===== src/pmc_regs.vh =====
`ifndef PMC_REGS_VH
`define PMC_REGS_VH
// Data-space offsets of the registers.
`define PMC_SLEEP_CTRL_ADDR 8'h53
`define PMC_CORE_ADDR      8'h55
`define PMC_PWR_RED_ADDR   8'h64
// Offset between data-space and I/O-space addresses.
`define PMC_IO_BASE        8'h20
// Highest I/O-space address.
`define PMC_IO_TOP         6'h3F
// Reset value of every register.
`define PMC_RESET_VAL      8'h00
// Sleep mode control fields.
`define PMC_SLEEP_EN_BIT   0
`define PMC_MODE_LSB       1
`define PMC_MODE_MSB       3
// Core control fields.
`define PMC_DBGDIS_BIT     7
`define PMC_BOD_OFF_BIT    6
`define PMC_BOD_OFF_EN_BIT 5
`define PMC_PULL_DIS_BIT   4
`define PMC_VEC_SEL_BIT    1
`define PMC_VEC_CHG_BIT    0
// Core control bits that exist; bits 3 and 2 read as zero.
`define PMC_CORE_MASK      8'hF3
// Power reduction bits.
`define PMC_GATE_TWO_WIRE  7
`define PMC_GATE_TIMER2    6
`define PMC_GATE_TIMER0    5
`define PMC_GATE_SERIAL1   4
`define PMC_GATE_TIMER1    3
`define PMC_GATE_SPI       2
`define PMC_GATE_SERIAL0   1
`define PMC_GATE_CONV      0
// Sleep mode encodings.
`define PMC_MODE_IDLE      3'h0
`define PMC_MODE_NOISE     3'h1
`define PMC_MODE_DOWN      3'h2
`define PMC_MODE_SAVE      3'h3
`define PMC_MODE_STBY      3'h6
`define PMC_MODE_XSTBY     3'h7
// Timed-write window and delays in cycles.
`define PMC_WINDOW_CYC     3'h4
`define PMC_BOD_OFF_DELAY  3'h3
`define PMC_BOD_OFF_HOLD   3'h3
`define PMC_WAKE_CYC       3'h6
`endif


===== src/pmc_timed_window.v =====
`timescale 1ns/100ps
`include "pmc_regs.vh"
// Counts a timed-write window that opens on a start pulse and closes after a fixed count.
module pmc_timed_window #(
  parameter CYCLES = 3'h4
) (
  input  wire       sys_clk,
  input  wire       resetn,
  input  wire       clk_en,
  input  wire       start,
  input  wire       close,
  output wire       open
);
  reg  [2:0] count_reg;

  // Reloads on start, counts down each enabled cycle, and closes early on request.
  always @(posedge sys_clk) begin
    if (!resetn) begin
      count_reg <= 3'h0;
    end else if (clk_en) begin
      if (start) begin
        count_reg <= CYCLES;
      end else if (close) begin
        count_reg <= 3'h0;
      end else if (count_reg != 3'h0) begin
        count_reg <= count_reg - 3'h1;
      end
    end
  end

  assign open = (count_reg != 3'h0);
endmodule


===== src/pmc_wake_delay.v =====
`timescale 1ns/100ps
`include "pmc_regs.vh"
// Counts the cycles from a wake-up condition until execution resumes.
module pmc_wake_delay #(
  parameter CYCLES = 3'h6
) (
  input  wire       sys_clk,
  input  wire       resetn,
  input  wire       clk_en,
  input  wire       start,
  output wire       busy,
  output reg        done
);
  reg  [2:0] count_reg;

  // Loads on start and pulses done as the count reaches zero.
  always @(posedge sys_clk) begin
    if (!resetn) begin
      count_reg <= 3'h0;
      done      <= 1'b0;
    end else if (clk_en) begin
      done <= 1'b0;
      if (start) begin
        count_reg <= CYCLES;
      end else if (count_reg != 3'h0) begin
        count_reg <= count_reg - 3'h1;
        if (count_reg == 3'h1) begin
          done <= 1'b1;
        end
      end
    end
  end

  assign busy = (count_reg != 3'h0);
endmodule


===== src/pmc_power_control.v =====
`timescale 1ns/100ps
`include "pmc_regs.vh"
module pmc_power_control (
  sys_clk,
  resetn,
  clk_en,
  bus_addr,
  bus_io_space,
  bus_wr,
  bus_rd,
  bus_wdata,
  bus_rdata,
  bus_hit,
  sleep_instr,
  wake_request,
  core_sleeping,
  core_resume,
  sleep_mode_select,
  brownout_off,
  debug_port_fuse,
  debug_port_enable,
  pullup_disable,
  pullup_request,
  pullup_enable,
  vector_select,
  boot_size_fuse,
  vector_base,
  exec_in_boot,
  app_section_lock_bit,
  boot_section_lock_bit,
  irq_block,
  timer2_async_select,
  clock_stop,
  comparator_mux_ok
);
  parameter PINS = 32;
  parameter BOOT_W = 2;
  parameter VEC_W = 16;

  input  wire              sys_clk;
  input  wire              resetn;
  input  wire              clk_en;
  input  wire [7:0]        bus_addr;
  input  wire              bus_io_space;
  input  wire              bus_wr;
  input  wire              bus_rd;
  input  wire [7:0]        bus_wdata;
  output reg  [7:0]        bus_rdata;
  output wire              bus_hit;
  input  wire              sleep_instr;
  input  wire              wake_request;
  output reg               core_sleeping;
  output wire              core_resume;
  output wire [2:0]        sleep_mode_select;
  output reg               brownout_off;
  input  wire              debug_port_fuse;
  output wire              debug_port_enable;
  output wire              pullup_disable;
  input  wire [PINS-1:0]   pullup_request;
  output wire [PINS-1:0]   pullup_enable;
  output wire              vector_select;
  input  wire [BOOT_W-1:0] boot_size_fuse;
  output reg  [VEC_W-1:0]  vector_base;
  input  wire              exec_in_boot;
  input  wire              app_section_lock_bit;
  input  wire              boot_section_lock_bit;
  output wire              irq_block;
  input  wire              timer2_async_select;
  output wire [7:0]        clock_stop;
  output wire              comparator_mux_ok;

  // Pin-level straps pass two flip-flops before use.
  reg  [1:0]        fuse_sync_reg;
  reg  [1:0]        t2_async_sync_reg;
  reg  [1:0]        appl_sync_reg;
  reg  [1:0]        bootl_sync_reg;
  reg  [BOOT_W-1:0] bsz_meta_reg;
  reg  [BOOT_W-1:0] bsz_sync_reg;

  reg  [7:0]        sleep_ctrl_reg;
  reg  [7:0]        prr_reg;
  reg               dbgdis_reg;
  reg               dbg_val_reg;
  reg               bod_off_reg;
  reg               pull_dis_reg;
  reg               vec_sel_reg;
  reg               vec_chg_reg;
  reg               vec_follow_reg;
  reg  [2:0]        bod_off_cnt_reg;
  reg  [2:0]        bod_off_cnt_next;
  reg               standby_reg;

  wire [7:0]        io_addr;
  wire [7:0]        eff_addr;
  wire              sel_sleep;
  wire              sel_core;
  wire              sel_prr;
  wire              wr_core;
  wire              dbg_open;
  wire              bod_en_open;
  wire              vec_chg_open;
  wire              bod_off_active;
  wire              vec_write;
  wire              wake_busy;
  wire              wake_done;
  wire [7:0]        core_view;

  // Synchronisers for the straps and lock bits.
  always @(posedge sys_clk) begin
    if (!resetn) begin
      fuse_sync_reg  <= 2'h0;
      t2_async_sync_reg <= 2'h0;
      appl_sync_reg  <= 2'h0;
      bootl_sync_reg <= 2'h0;
      bsz_meta_reg   <= {BOOT_W{1'b0}};
      bsz_sync_reg   <= {BOOT_W{1'b0}};
    end else if (clk_en) begin
      fuse_sync_reg  <= {fuse_sync_reg[0], debug_port_fuse};
      t2_async_sync_reg <= {t2_async_sync_reg[0], timer2_async_select};
      appl_sync_reg  <= {appl_sync_reg[0], app_section_lock_bit};
      bootl_sync_reg <= {bootl_sync_reg[0], boot_section_lock_bit};
      bsz_meta_reg   <= boot_size_fuse;
      bsz_sync_reg   <= bsz_meta_reg;
    end
  end

  // I/O-space addresses are shifted up to data space; extended space is data-only.
  assign io_addr  = {2'h0, bus_addr[5:0]} + `PMC_IO_BASE;
  assign eff_addr = bus_io_space ? io_addr : bus_addr;
  assign sel_sleep = (eff_addr == `PMC_SLEEP_CTRL_ADDR);
  assign sel_core = (eff_addr == `PMC_CORE_ADDR);
  assign sel_prr  = !bus_io_space && (bus_addr == `PMC_PWR_RED_ADDR);
  assign bus_hit  = sel_sleep || sel_core || sel_prr;
  assign wr_core  = bus_wr && sel_core && clk_en;
  assign vec_write = wr_core && !bus_wdata[`PMC_VEC_CHG_BIT] && vec_chg_open;

  // Timed windows for the debug disable, brown-out sleep-off and vector change.
  pmc_timed_window #(.CYCLES(`PMC_WINDOW_CYC)) u_dbg_win (
    .sys_clk (sys_clk),
    .resetn  (resetn),
    .clk_en  (clk_en),
    .start   (wr_core && !dbg_open),
    .close   (wr_core && dbg_open),
    .open    (dbg_open)
  );
  pmc_timed_window #(.CYCLES(`PMC_WINDOW_CYC)) u_bod_win (
    .sys_clk (sys_clk),
    .resetn  (resetn),
    .clk_en  (clk_en),
    .start   (wr_core && bus_wdata[`PMC_BOD_OFF_BIT] && bus_wdata[`PMC_BOD_OFF_EN_BIT]),
    .close   (wr_core && !bus_wdata[`PMC_BOD_OFF_EN_BIT]),
    .open    (bod_en_open)
  );
  pmc_timed_window #(.CYCLES(`PMC_WINDOW_CYC)) u_vec_win (
    .sys_clk (sys_clk),
    .resetn  (resetn),
    .clk_en  (clk_en),
    .start   (wr_core && bus_wdata[`PMC_VEC_CHG_BIT]),
    .close   (vec_write),
    .open    (vec_chg_open)
  );

  // Plain register writes and the timed-write state of the core control register.
  always @(posedge sys_clk) begin
    if (!resetn) begin
      sleep_ctrl_reg <= `PMC_RESET_VAL;
      prr_reg        <= `PMC_RESET_VAL;
      dbgdis_reg     <= 1'b0;
      dbg_val_reg    <= 1'b0;
      pull_dis_reg   <= 1'b0;
      vec_sel_reg    <= 1'b0;
      vec_chg_reg    <= 1'b0;
      vec_follow_reg <= 1'b0;
    end else if (clk_en) begin
      if (bus_wr && sel_sleep) begin
        sleep_ctrl_reg <= {4'h0, bus_wdata[3:0]};
      end
      if (bus_wr && sel_prr) begin
        prr_reg <= bus_wdata;
      end
      vec_follow_reg <= vec_write;
      if (wr_core) begin
        pull_dis_reg <= bus_wdata[`PMC_PULL_DIS_BIT];
        // A matching second write inside the window commits the debug bit.
        if (dbg_open && dbg_val_reg == bus_wdata[`PMC_DBGDIS_BIT]) begin
          dbgdis_reg <= bus_wdata[`PMC_DBGDIS_BIT];
        end
        dbg_val_reg <= bus_wdata[`PMC_DBGDIS_BIT];
        if (vec_write) begin
          vec_sel_reg <= bus_wdata[`PMC_VEC_SEL_BIT];
        end
      end
      // Change enable mirrors the open window and drops on vector write.
      vec_chg_reg <= (wr_core && bus_wdata[`PMC_VEC_CHG_BIT]) ||
                     (vec_chg_open && !vec_write &&
                      !(wr_core && !bus_wdata[`PMC_VEC_CHG_BIT]));
    end
  end

  // Brown-out sleep-off: set by the second step, active after a delay, then auto-clear.
  always @* begin
    bod_off_cnt_next = bod_off_cnt_reg;
    if (wr_core && bod_en_open && bus_wdata[`PMC_BOD_OFF_BIT] &&
        !bus_wdata[`PMC_BOD_OFF_EN_BIT]) begin
      bod_off_cnt_next = `PMC_BOD_OFF_DELAY + `PMC_BOD_OFF_HOLD;
    end else if (bod_off_cnt_reg != 3'h0) begin
      bod_off_cnt_next = bod_off_cnt_reg - 3'h1;
    end
  end

  always @(posedge sys_clk) begin
    if (!resetn) begin
      bod_off_cnt_reg <= 3'h0;
      bod_off_reg     <= 1'b0;
    end else if (clk_en) begin
      bod_off_cnt_reg <= bod_off_cnt_next;
      bod_off_reg     <= (bod_off_cnt_next != 3'h0);
    end
  end
  assign bod_off_active = (bod_off_cnt_reg != 3'h0) &&
                          (bod_off_cnt_reg <= `PMC_BOD_OFF_HOLD);

  // Sleep entry, brown-out shutdown and the wake-up path.
  pmc_wake_delay #(.CYCLES(`PMC_WAKE_CYC)) u_wake (
    .sys_clk (sys_clk),
    .resetn  (resetn),
    .clk_en  (clk_en),
    .start   (core_sleeping && wake_request && standby_reg),
    .busy    (wake_busy),
    .done    (wake_done)
  );

  always @(posedge sys_clk) begin
    if (!resetn) begin
      core_sleeping  <= 1'b0;
      brownout_off   <= 1'b0;
      standby_reg    <= 1'b0;
    end else if (clk_en) begin
      if (!core_sleeping && sleep_instr && sleep_ctrl_reg[`PMC_SLEEP_EN_BIT]) begin
        core_sleeping  <= 1'b1;
        standby_reg    <= (sleep_mode_select == `PMC_MODE_STBY) ||
                          (sleep_mode_select == `PMC_MODE_XSTBY);
        brownout_off   <= bod_off_active;
      end else if (core_sleeping && wake_request && !standby_reg && !wake_busy) begin
        core_sleeping <= 1'b0;
        brownout_off  <= 1'b0;
      end else if (wake_done) begin
        core_sleeping <= 1'b0;
        brownout_off  <= 1'b0;
      end
    end
  end
  assign core_resume = wake_done;
  assign sleep_mode_select = sleep_ctrl_reg[`PMC_MODE_MSB:`PMC_MODE_LSB];

  // Vector base follows the select bit and the boot size straps.
  always @* begin
    vector_base = {VEC_W{1'b0}};
    if (vec_sel_reg) begin
      vector_base = {VEC_W{1'b1}} << (VEC_W - 4 + {{(32-BOOT_W){1'b0}}, bsz_sync_reg});
    end
  end

  // Interrupt blocking during the vector change and for locked sections.
  assign irq_block = vec_chg_open || vec_write || vec_follow_reg ||
                     (vec_sel_reg && !exec_in_boot && appl_sync_reg[1]) ||
                     (!vec_sel_reg && exec_in_boot && bootl_sync_reg[1]);

  // Static outputs from the register bits.
  assign debug_port_enable = fuse_sync_reg[1] && !dbgdis_reg;
  assign pullup_disable    = pull_dis_reg;
  assign pullup_enable     = pull_dis_reg ? {PINS{1'b0}} : pullup_request;
  assign vector_select     = vec_sel_reg;
  // Gated clocks hold module state; timer 2 gates only while synchronous.
  assign clock_stop = {prr_reg[`PMC_GATE_TWO_WIRE],
                       prr_reg[`PMC_GATE_TIMER2] && !t2_async_sync_reg[1],
                       prr_reg[5:0]};
  assign comparator_mux_ok = !prr_reg[`PMC_GATE_CONV];

  assign core_view = {dbgdis_reg, bod_off_reg, bod_en_open, pull_dis_reg, 2'h0,
                      vec_sel_reg, vec_chg_reg} & `PMC_CORE_MASK;

  // Registered read data; unmapped addresses read zero.
  always @(posedge sys_clk) begin
    if (!resetn) begin
      bus_rdata <= 8'h00;
    end else if (clk_en) begin
      if (bus_rd && sel_sleep) begin
        bus_rdata <= sleep_ctrl_reg;
      end else if (bus_rd && sel_core) begin
        bus_rdata <= core_view;
      end else if (bus_rd && sel_prr) begin
        bus_rdata <= prr_reg;
      end else begin
        bus_rdata <= 8'h00;
      end
    end
  end
endmodule


===== config.mk =====
export PLATFORM = sky130hd
export DESIGN_NAME = pmc_power_control
export DESIGN_NICKNAME = d
export VERILOG_FILES = /design/src/pmc_timed_window.v /design/src/pmc_wake_delay.v /design/src/pmc_power_control.v
export VERILOG_INCLUDE_DIRS = /design/src
export SDC_FILE = /design/constraint.sdc
export NUM_CORES = 1
export LEC_CHECK = 0
export BUFFER_PORTS_ARGS = -buffer_cell sky130_fd_sc_hd__buf_2
export CORE_UTILIZATION = 44
export DETAILED_ROUTE_END_ITERATION = 8
export GPL_TIMING_DRIVEN = 0
export PLACE_DENSITY = 0.8
export SLEW_MARGIN = 10
export SYNTH_ARGS = -nofsm -noshare
export SYNTH_HDL_FRONTEND = slang
export SYNTH_HIERARCHICAL = 1
export SYNTH_SLANG_ARGS = --single-unit

===== constraint.sdc =====
create_clock -name sys_clk -period 1.9 [get_ports sys_clk]
set_clock_uncertainty 0.1 [all_clocks]
set_input_delay 0.38 -clock sys_clk [delete_from_list [all_inputs] [get_ports sys_clk]]
set_output_delay 0.38 -clock sys_clk [all_outputs]
set_load 0.05 [all_outputs]

==> results.sh, run 1 <==
export IMPL_status="finished, violations left"
export IMPL_violations="setup timing"
export IMPL_cts_buffers=9
export IMPL_synth_edf_count=0
export IMPL_cpPeakStageDelay_ns=0.29
export IMPL_cp_cell_sequence="buf_2, nor4b_4, and2_1, clkbuf_4, o21ai_2, a21oi_4, buf_6"
export IMPL_clockBufferDepth=2
export IMPL_routedWlPerCell_um=14.97
export IMPL_layout_nets=627
export IMPL_crit_type="in2out"
export IMPL_die_area_mm2=0.007899
export IMPL_drtIter0Drc=192
export IMPL_timing_fmax_mhz=475.9
export IMPL_final_cell_mix="buf_2, dfxtp_1, buf_4"
export IMPL_grt_use_total=0.2478
export IMPL_leakage_nw=2.143
export IMPL_syn_area_per_cell_um2=8.323
export IMPL_coreArea_mm2=0.007292
export IMPL_hold_violations=0
export IMPL_fin_area_mm2=0.004577
export IMPL_ys_ff_latch=58
export IMPL_holdPathStages=3
export IMPL_cts_sinks=58
export IMPL_async_flop_share=0
export IMPL_start_util=0.4554
export IMPL_rsz0062_at_grt="true"
export IMPL_seq_area_frac_synth=0.3497
export IMPL_mostFrequentLayoutCell="buf_2"
export IMPL_grt_antenna_before_repair=0
export IMPL_postRouteAntennaNets=0
export IMPL_slowest_stage="nor4b_4"
export IMPL_drc=0
export IMPL_clk_latency_ns=0.35
export IMPL_synthFlopType="dfxtp_1"
export IMPL_critPathLaunchType="primary input"
export IMPL_worstMarginPinSlew_ns=0.5223
export IMPL_grt_max_degree=25
export IMPL_cts_root_buf="clkbuf_8"
export IMPL_synthTopCellsByArea="dfxtp_1, nor2b_1, mux2i_1, buf_4, ha_1"
export IMPL_hp_class="in2reg"
export IMPL_synth_cells=399
export IMPL_fin_crit_ns=2.101
export IMPL_slew_violations=0
export IMPL_ys_warn_count=6
export IMPL_hold_slack_ns=0.1739
export IMPL_critPathMaxFanout=9
export IMPL_synth_top_area_share=0.3497
export IMPL_cts_tree="done"
export IMPL_peakVddDrop_mv=0.3652
export IMPL_cp_top_family="buffers and inverters"
export IMPL_grt_pass1_vias=3204
export IMPL_dpl_instance_area_mm2=0.004242
export IMPL_hpwl_mm=7.682
export IMPL_synth_cell_types=53
export IMPL_instances_no_fill=654
export IMPL_arrival_ns=1.62
export IMPL_synthesis_area_mm2=0.003321
export IMPL_endpoint_kind="primary output"
export IMPL_slew_limit_headroom=0.6509
export IMPL_synth_area_leader_cell="dfxtp_1"
export IMPL_portBuffers=126
export IMPL_cts_reportedPaths_clkPinSlew_ns=0.06
export IMPL_preCtsSetupSlack_ns=-0.5822
export IMPL_timing_critical_path_buf_inv=3
export IMPL_diodes=0
export IMPL_vias_per_cell=5.245
export IMPL_reg2reg_depth=8
export IMPL_grt_pass1_wl_mm=14.50
export IMPL_finalSetupTns_ns=-0.2013
export IMPL_rows=31
export IMPL_die_height_um=88.88
export IMPL_maxCapViolCount=0
export IMPL_p_per_area_mw_per_mm2=801.3
export IMPL_routabilityCongestion=0.8159
export IMPL_layout_drive_gt1_share=0.4198
export IMPL_num_vias=3430
export IMPL_setup_slack_ns=-0.2013
export IMPL_post_route_period_util=1.106
export IMPL_die_x_um=88.88
export IMPL_setup_viol=1
export IMPL_area_growth_synth_to_final_pct=37.83
export IMPL_cp_required_ns=1.42
export IMPL_dp_cells=635
export IMPL_path_depth=7
export IMPL_io_pins=139
export IMPL_cts_htree_levels=3
export IMPL_drt_pre_antenna_iters=4
export IMPL_routed_wl_mm=9.790
export IMPL_gr_total_overflow=0
export IMPL_nFillCells=618
path summary, 6_finish.rpt:
path,to,start,slack [ns]
worst max-delay path,bus_hit,bus_addr[4],-0.20
worst min-delay path,appl_sync_reg[0],app_section_lock_bit,0.17
worst max register to register,u_dbg_win/count_reg[2],u_dbg_win/count_reg[0],0.18
worst min register to register,bus_rdata[7],bus_rdata[7],0.36
timing repair:
item	in CTS	in global routing
gates resized for setup	27	11
pin swaps	5	1
endpoints found under the hold margin	0	0
buffers inserted	5	2
endpoints found under the setup margin	44	49
hold buffers	0	0
final cells by class:
| type | count | area [um2] | area share |
|---|---|---|---|
| Buffer | 33 | 225.2 | 0.04921 |
| Clock buffer | 10 | 127.6 | 0.02788 |
| Clock inverter | 4 | 45.04 | 0.009841 |
| Inverter | 21 | 78.83 | 0.01722 |
| Multi-Input combinational cell | 296 | 2082 | 0.4549 |
| Sequential cell | 58 | 1166 | 0.2548 |
| Tap cell | 99 | 123.9 | 0.02706 |
| Timing Repair Buffer | 133 | 728.2 | 0.1591 |
synth_stat cells, types with 4 or more instances:
cell type,instances
a21oi_1,18
a22oi_1,4
a31oi_1,11
and2_1,4
buf_4,23
clkbuf_1,10
dfxtp_1,58
ha_1,12
inv_1,20
mux2i_1,20
nand2_1,35
nand2b_4,4
nand3_1,15
nand4_1,4
nor2_1,35
nor2b_1,41
nor4b_1,5
o21a_1,5
o21ai_0,23
o22ai_1,4
where the power goes:
part / internal (mW) / total (mW) / switching, mW
clock: 0.583 / 1.05 / 0.468
sequential: 1.31 / 1.39 / 0.0718
combinational: 0.494 / 1.23 / 0.736
total: 2.39 / 3.67 / 1.28
routing by layer:
metal | global-route usage | wire length (um) | vias up
met5 | 0 | 0 | -
met4 | 0.1070 | 150 | 0
met3 | 0.05970 | 706 | 13
met2 | 0.4748 | 5215 | 123
met1 | 0.2541 | 3716 | 1626
li1 | - | - | 1668
metrics by stage:
step / power (mW) / util
global placement: 2.496 / 0.5817
detailed placement: 2.549 / 0.5817
CTS: 3.642 / 0.6217
global route: 3.857 / 0.6277
finish: 3.668 / 0.6277
floorplan: 2.271 / -
tightest hold or removal path: cells and delay by family:
kind          cells  cell delay [ns]
simple gates      1             0.07
mux               1             0.05
buf+inv           1             0.08
logic make-up (layout without fill, tap and decap cells):
logic type               Yosys count  after routing  synth area share
AND/OR/NAND/NOR                  163            163            0.2717
AO/OA/AOI/OAI                     88             88            0.1797
flip-flops                        58             58            0.3497
buffers and inverters             56            201           0.08967
multiplexers                      20             20           0.06029
adder cells (fa/ha/maj)           12             12           0.04521
other                              1             12          0.001129
XOR/XNOR                           1              1          0.002638
Note: power is estimated with default switching activity, not from simulation.
==> run 2: changes to the inputs <==
--- a/config.mk
+++ b/config.mk
@@ -6,12 +6,12 @@
 export SDC_FILE = /design/constraint.sdc
 export NUM_CORES = 1
 export LEC_CHECK = 0
+export ABC_AREA = 1
 export BUFFER_PORTS_ARGS = -buffer_cell sky130_fd_sc_hd__buf_2
 export CORE_UTILIZATION = 44
 export DETAILED_ROUTE_END_ITERATION = 8
 export GPL_TIMING_DRIVEN = 0
-export PLACE_DENSITY = 0.8
-export SLEW_MARGIN = 10
+export PLACE_DENSITY = 0.79
 export SYNTH_ARGS = -nofsm -noshare
 export SYNTH_HDL_FRONTEND = slang
 export SYNTH_HIERARCHICAL = 1
==> run 2 against run 1 <==
Hold slack got worse by 0.0095 ns. Count of clock-buffer cells in the layout up 1. Synthesized cell count grew 38%. Critical endpoint is now irq_block. Core utilization down 2.0 points. Non-clock buffer count rose by 8. Setup slack better by 0.15 ns. Register-to-register slack about the same. First-iteration DRC count shrank 14%. The run still ends with setup timing left. Global-route usage fell by 1.1 points.
==> results.sh, run 2 <==
export IMPL_status="finished, violations left"
export IMPL_violations="setup timing"
export IMPL_layout_nets=783
export IMPL_instances_no_fill=815
export IMPL_reg2reg_depth=12
export IMPL_synth_edf_count=0
export IMPL_rsz0062_at_grt="true"
export IMPL_critPathLaunchType="register"
export IMPL_io_pins=139
export IMPL_finalSetupTns_ns=-0.05032
export IMPL_hp_class="in2reg"
export IMPL_portBuffers=126
export IMPL_grt_max_degree=17
export IMPL_finish_utilization=0.6078
export IMPL_diodes=0
export IMPL_async_flop_share=0
export IMPL_cts_sinks=58
export IMPL_ctsHoldBuffers=0
export IMPL_hold_end="bsz_meta_reg[1]"
export IMPL_final_cell_mix="buf_2, inv_1, nand2_1"
export IMPL_clk_latency_ns=0.35
export IMPL_worstReg2RegStart="u_dbg_win/count_reg[0]"
export IMPL_p_seq_frac=0.331
export IMPL_synthTopCellsByArea="dfxtp_1, inv_1, nor2_1, nand2_1, buf_4"
export IMPL_grt_pass1_wl_mm=15.56
export IMPL_synthTopCellsByCount="inv_1, nor2_1, nand2_1"
export IMPL_routedWlPerCell_um=12.29
export IMPL_ys_warn_count=6
export IMPL_synth_cells=549
export IMPL_post_route_period_util=1.026
export IMPL_intPower_mw=2.674
export IMPL_timing_fmax_mhz=512.7
export IMPL_layout_drive_gt1_share=0.3240
export IMPL_postRouteAntennaNets=0
export IMPL_cts_reportedPaths_clkPinSlew_ns=0.07
export IMPL_routedLengthMet1_mm=3.863
export IMPL_seq_area_frac_synth=0.3308
export IMPL_cts_htree_levels=3
export IMPL_mostFrequentLayoutCell="buf_2"
export IMPL_slew_limit_headroom=0.6414
export IMPL_endpoint_kind="primary output"
export IMPL_setup_slack_ns=-0.05032
export IMPL_grt_pass1_vias=3539
export IMPL_grt_use_total=0.2365
export IMPL_synthFlopType="dfxtp_1"
export IMPL_start_util=0.4542
export IMPL_rows=32
export IMPL_dp_cells=788
export IMPL_setup_viol=1
export IMPL_dr_wl_met2_mm=5.372
export IMPL_routabilityCongestion=0.8992
export IMPL_cp_required_ns=1.42
export IMPL_die_height_um=91.31
export IMPL_peakVddDrop_mv=0.4255
export IMPL_drtIter0Drc=166
export IMPL_reg2reg_slack_ns=0.18
export IMPL_cts_tree="done"
export IMPL_num_vias=3824
export IMPL_cts_root_buf="clkbuf_8"
export IMPL_power_frac_comb=0.370
export IMPL_synth_top_area_share=0.3308
export IMPL_routed_wl_mm=10.02
export IMPL_fin_area_mm2=0.004697
export IMPL_slew_violations=0
export IMPL_synthesis_area_mm2=0.003510
export IMPL_crit_type="reg2out"
export IMPL_syn_area_per_cell_um2=6.393
export IMPL_leakage_nw=2.567
export IMPL_highest_layer="met4"
export IMPL_holdPathStages=3
export IMPL_p_clk_frac=0.299
export IMPL_die_x_um=91.31
export IMPL_worstMarginPinSlew_ns=0.5379
export IMPL_hpwl_mm=7.517
export IMPL_p_switching_mw=1.591
export IMPL_r2r_end="u_dbg_win/count_reg[1]"
export IMPL_drc=0
export IMPL_die_area_mm2=0.008338
export IMPL_clockBufferDepth=2
export IMPL_vias_per_cell=4.692
export IMPL_coreArea_mm2=0.007727
export IMPL_dpl_instance_area_mm2=0.004319
export IMPL_synth_most_common_cell="inv_1"
export IMPL_grt_antenna_before_repair=0
export IMPL_arrival_ns=1.47
export IMPL_synth_area_leader_cell="dfxtp_1"
export IMPL_drt_pre_antenna_iters=4
export IMPL_synth_cell_types=33
export IMPL_p_per_area_mw_per_mm2=908.0
export IMPL_area_growth_synth_to_final_pct=33.83
export IMPL_critPathMaxFanout=2
export IMPL_cts_buffers=9
export IMPL_worstHoldStart="boot_size_fuse[1]"
export IMPL_maxCapViolCount=0
export IMPL_wl_met3_um=607
export IMPL_fin_crit_ns=1.950
export IMPL_hold_violations=0
export IMPL_ys_ff_latch=58
export IMPL_gr_total_overflow=0
export IMPL_swShare=0.3730
-- run 2: changes by cell type in the layout (fill, tap and decap cells not counted), moves of 16 or more --
| cell | before | now |
|---|---|---|
| mux2i_1 | 20 | 1 |
| nor2b_2 | 29 | 0 |
| nor2_1 | 32 | 96 |
| nand2_1 | 35 | 98 |
| inv_1 | 18 | 99 |
| a21oi_1 | 17 | 33 |
-- run 2: cell families after synthesis --
kind of cell	count (synthesis)	synth area share
AND/OR/NAND/NOR	254	0.3134
buffers and inverters	147	0.1825
AO/OA/AOI/OAI	75	0.1241
flip-flops	58	0.3308
adder cells (fa/ha/maj)	12	0.04278
other	1	0.001068
XOR/XNOR	1	0.002496
multiplexers	1	0.002852
-- run 2: layer usage --
layer | vias to the layer above | GRT usage
li1 | 1964 | -
met1 | 1703 | 0.2566
met5 | - | 0
met3 | 16 | 0.05444
met4 | 0 | 0.09127
met2 | 141 | 0.4419
-- run 2: repair_timing --
action / CTS / global route
setup endpoints to repair: 34 / 11
pin swaps: 4 / 8
resized for setup: 17 / 13
hold endpoints to repair: 0 / 0
buffers inserted: 4 / 8
-- run 2: worst max path at each step --
stage / startpoint / endpoint / slack, ns / cells past startpoint
CTS: u_vec_win/count_reg[1] / irq_block / -0.04 / 8
floorplan: pullup_disable / pullup_enable[0] / -0.14 / 3
finish: u_vec_win/count_reg[0] / irq_block / -0.05 / 8
global placement: clk_en / u_dbg_win/count_reg[1] / -0.33 / 11
global route: u_vec_win/count_reg[1] / irq_block / -0.11 / 8
detailed placement: clk_en / u_dbg_win/count_reg[1] / -0.37 / 11
-- run 2: power by group through the flow --
stage | Sequential (mW) | Combinational (mW) | Clock (mW)
global placement | 1.42 | 1.33 | 0
finish | 1.41 | 1.58 | 1.28
global route | 1.42 | 1.75 | 1.35
CTS | 1.41 | 1.51 | 1.28
detailed placement | 1.43 | 1.38 | 0
floorplan | 1.42 | 1.09 | 0
-- run 2: layout make-up --
cell class / instances / area (um2)
fill: 711 / 3030
multi-input combinational: 355 / 1810
sequential: 58 / 1165
timing repair buffer: 138 / 732.0
inverter: 110 / 412.9
buffer: 36 / 230.2
clock buffer: 11 / 141.4
tap: 102 / 127.6
clock inverter: 5 / 77.57
-- run 2: per-stage QoR --
step                hold slack [ns]  power [mW]  setup slack, ns
floorplan                    0.3346       2.511          -0.1431
global placement             0.3428       2.755          -0.3280
detailed placement           0.3517       2.810          -0.3731
CTS                          0.1681       4.200         -0.04294
global route                 0.1639       4.523          -0.1137
finish                       0.1643       4.265         -0.05032
-- run 2: worst max-delay path: stages (launching register included) --
cell,delay [ns]
dfxtp_2,0.33
inv_2,0.08
ha_4,0.13
inv_2,0.04
nor2_4,0.08
inv_2,0.06
nor2_2,0.08
o211ai_1,0.12
buf_4,0.21
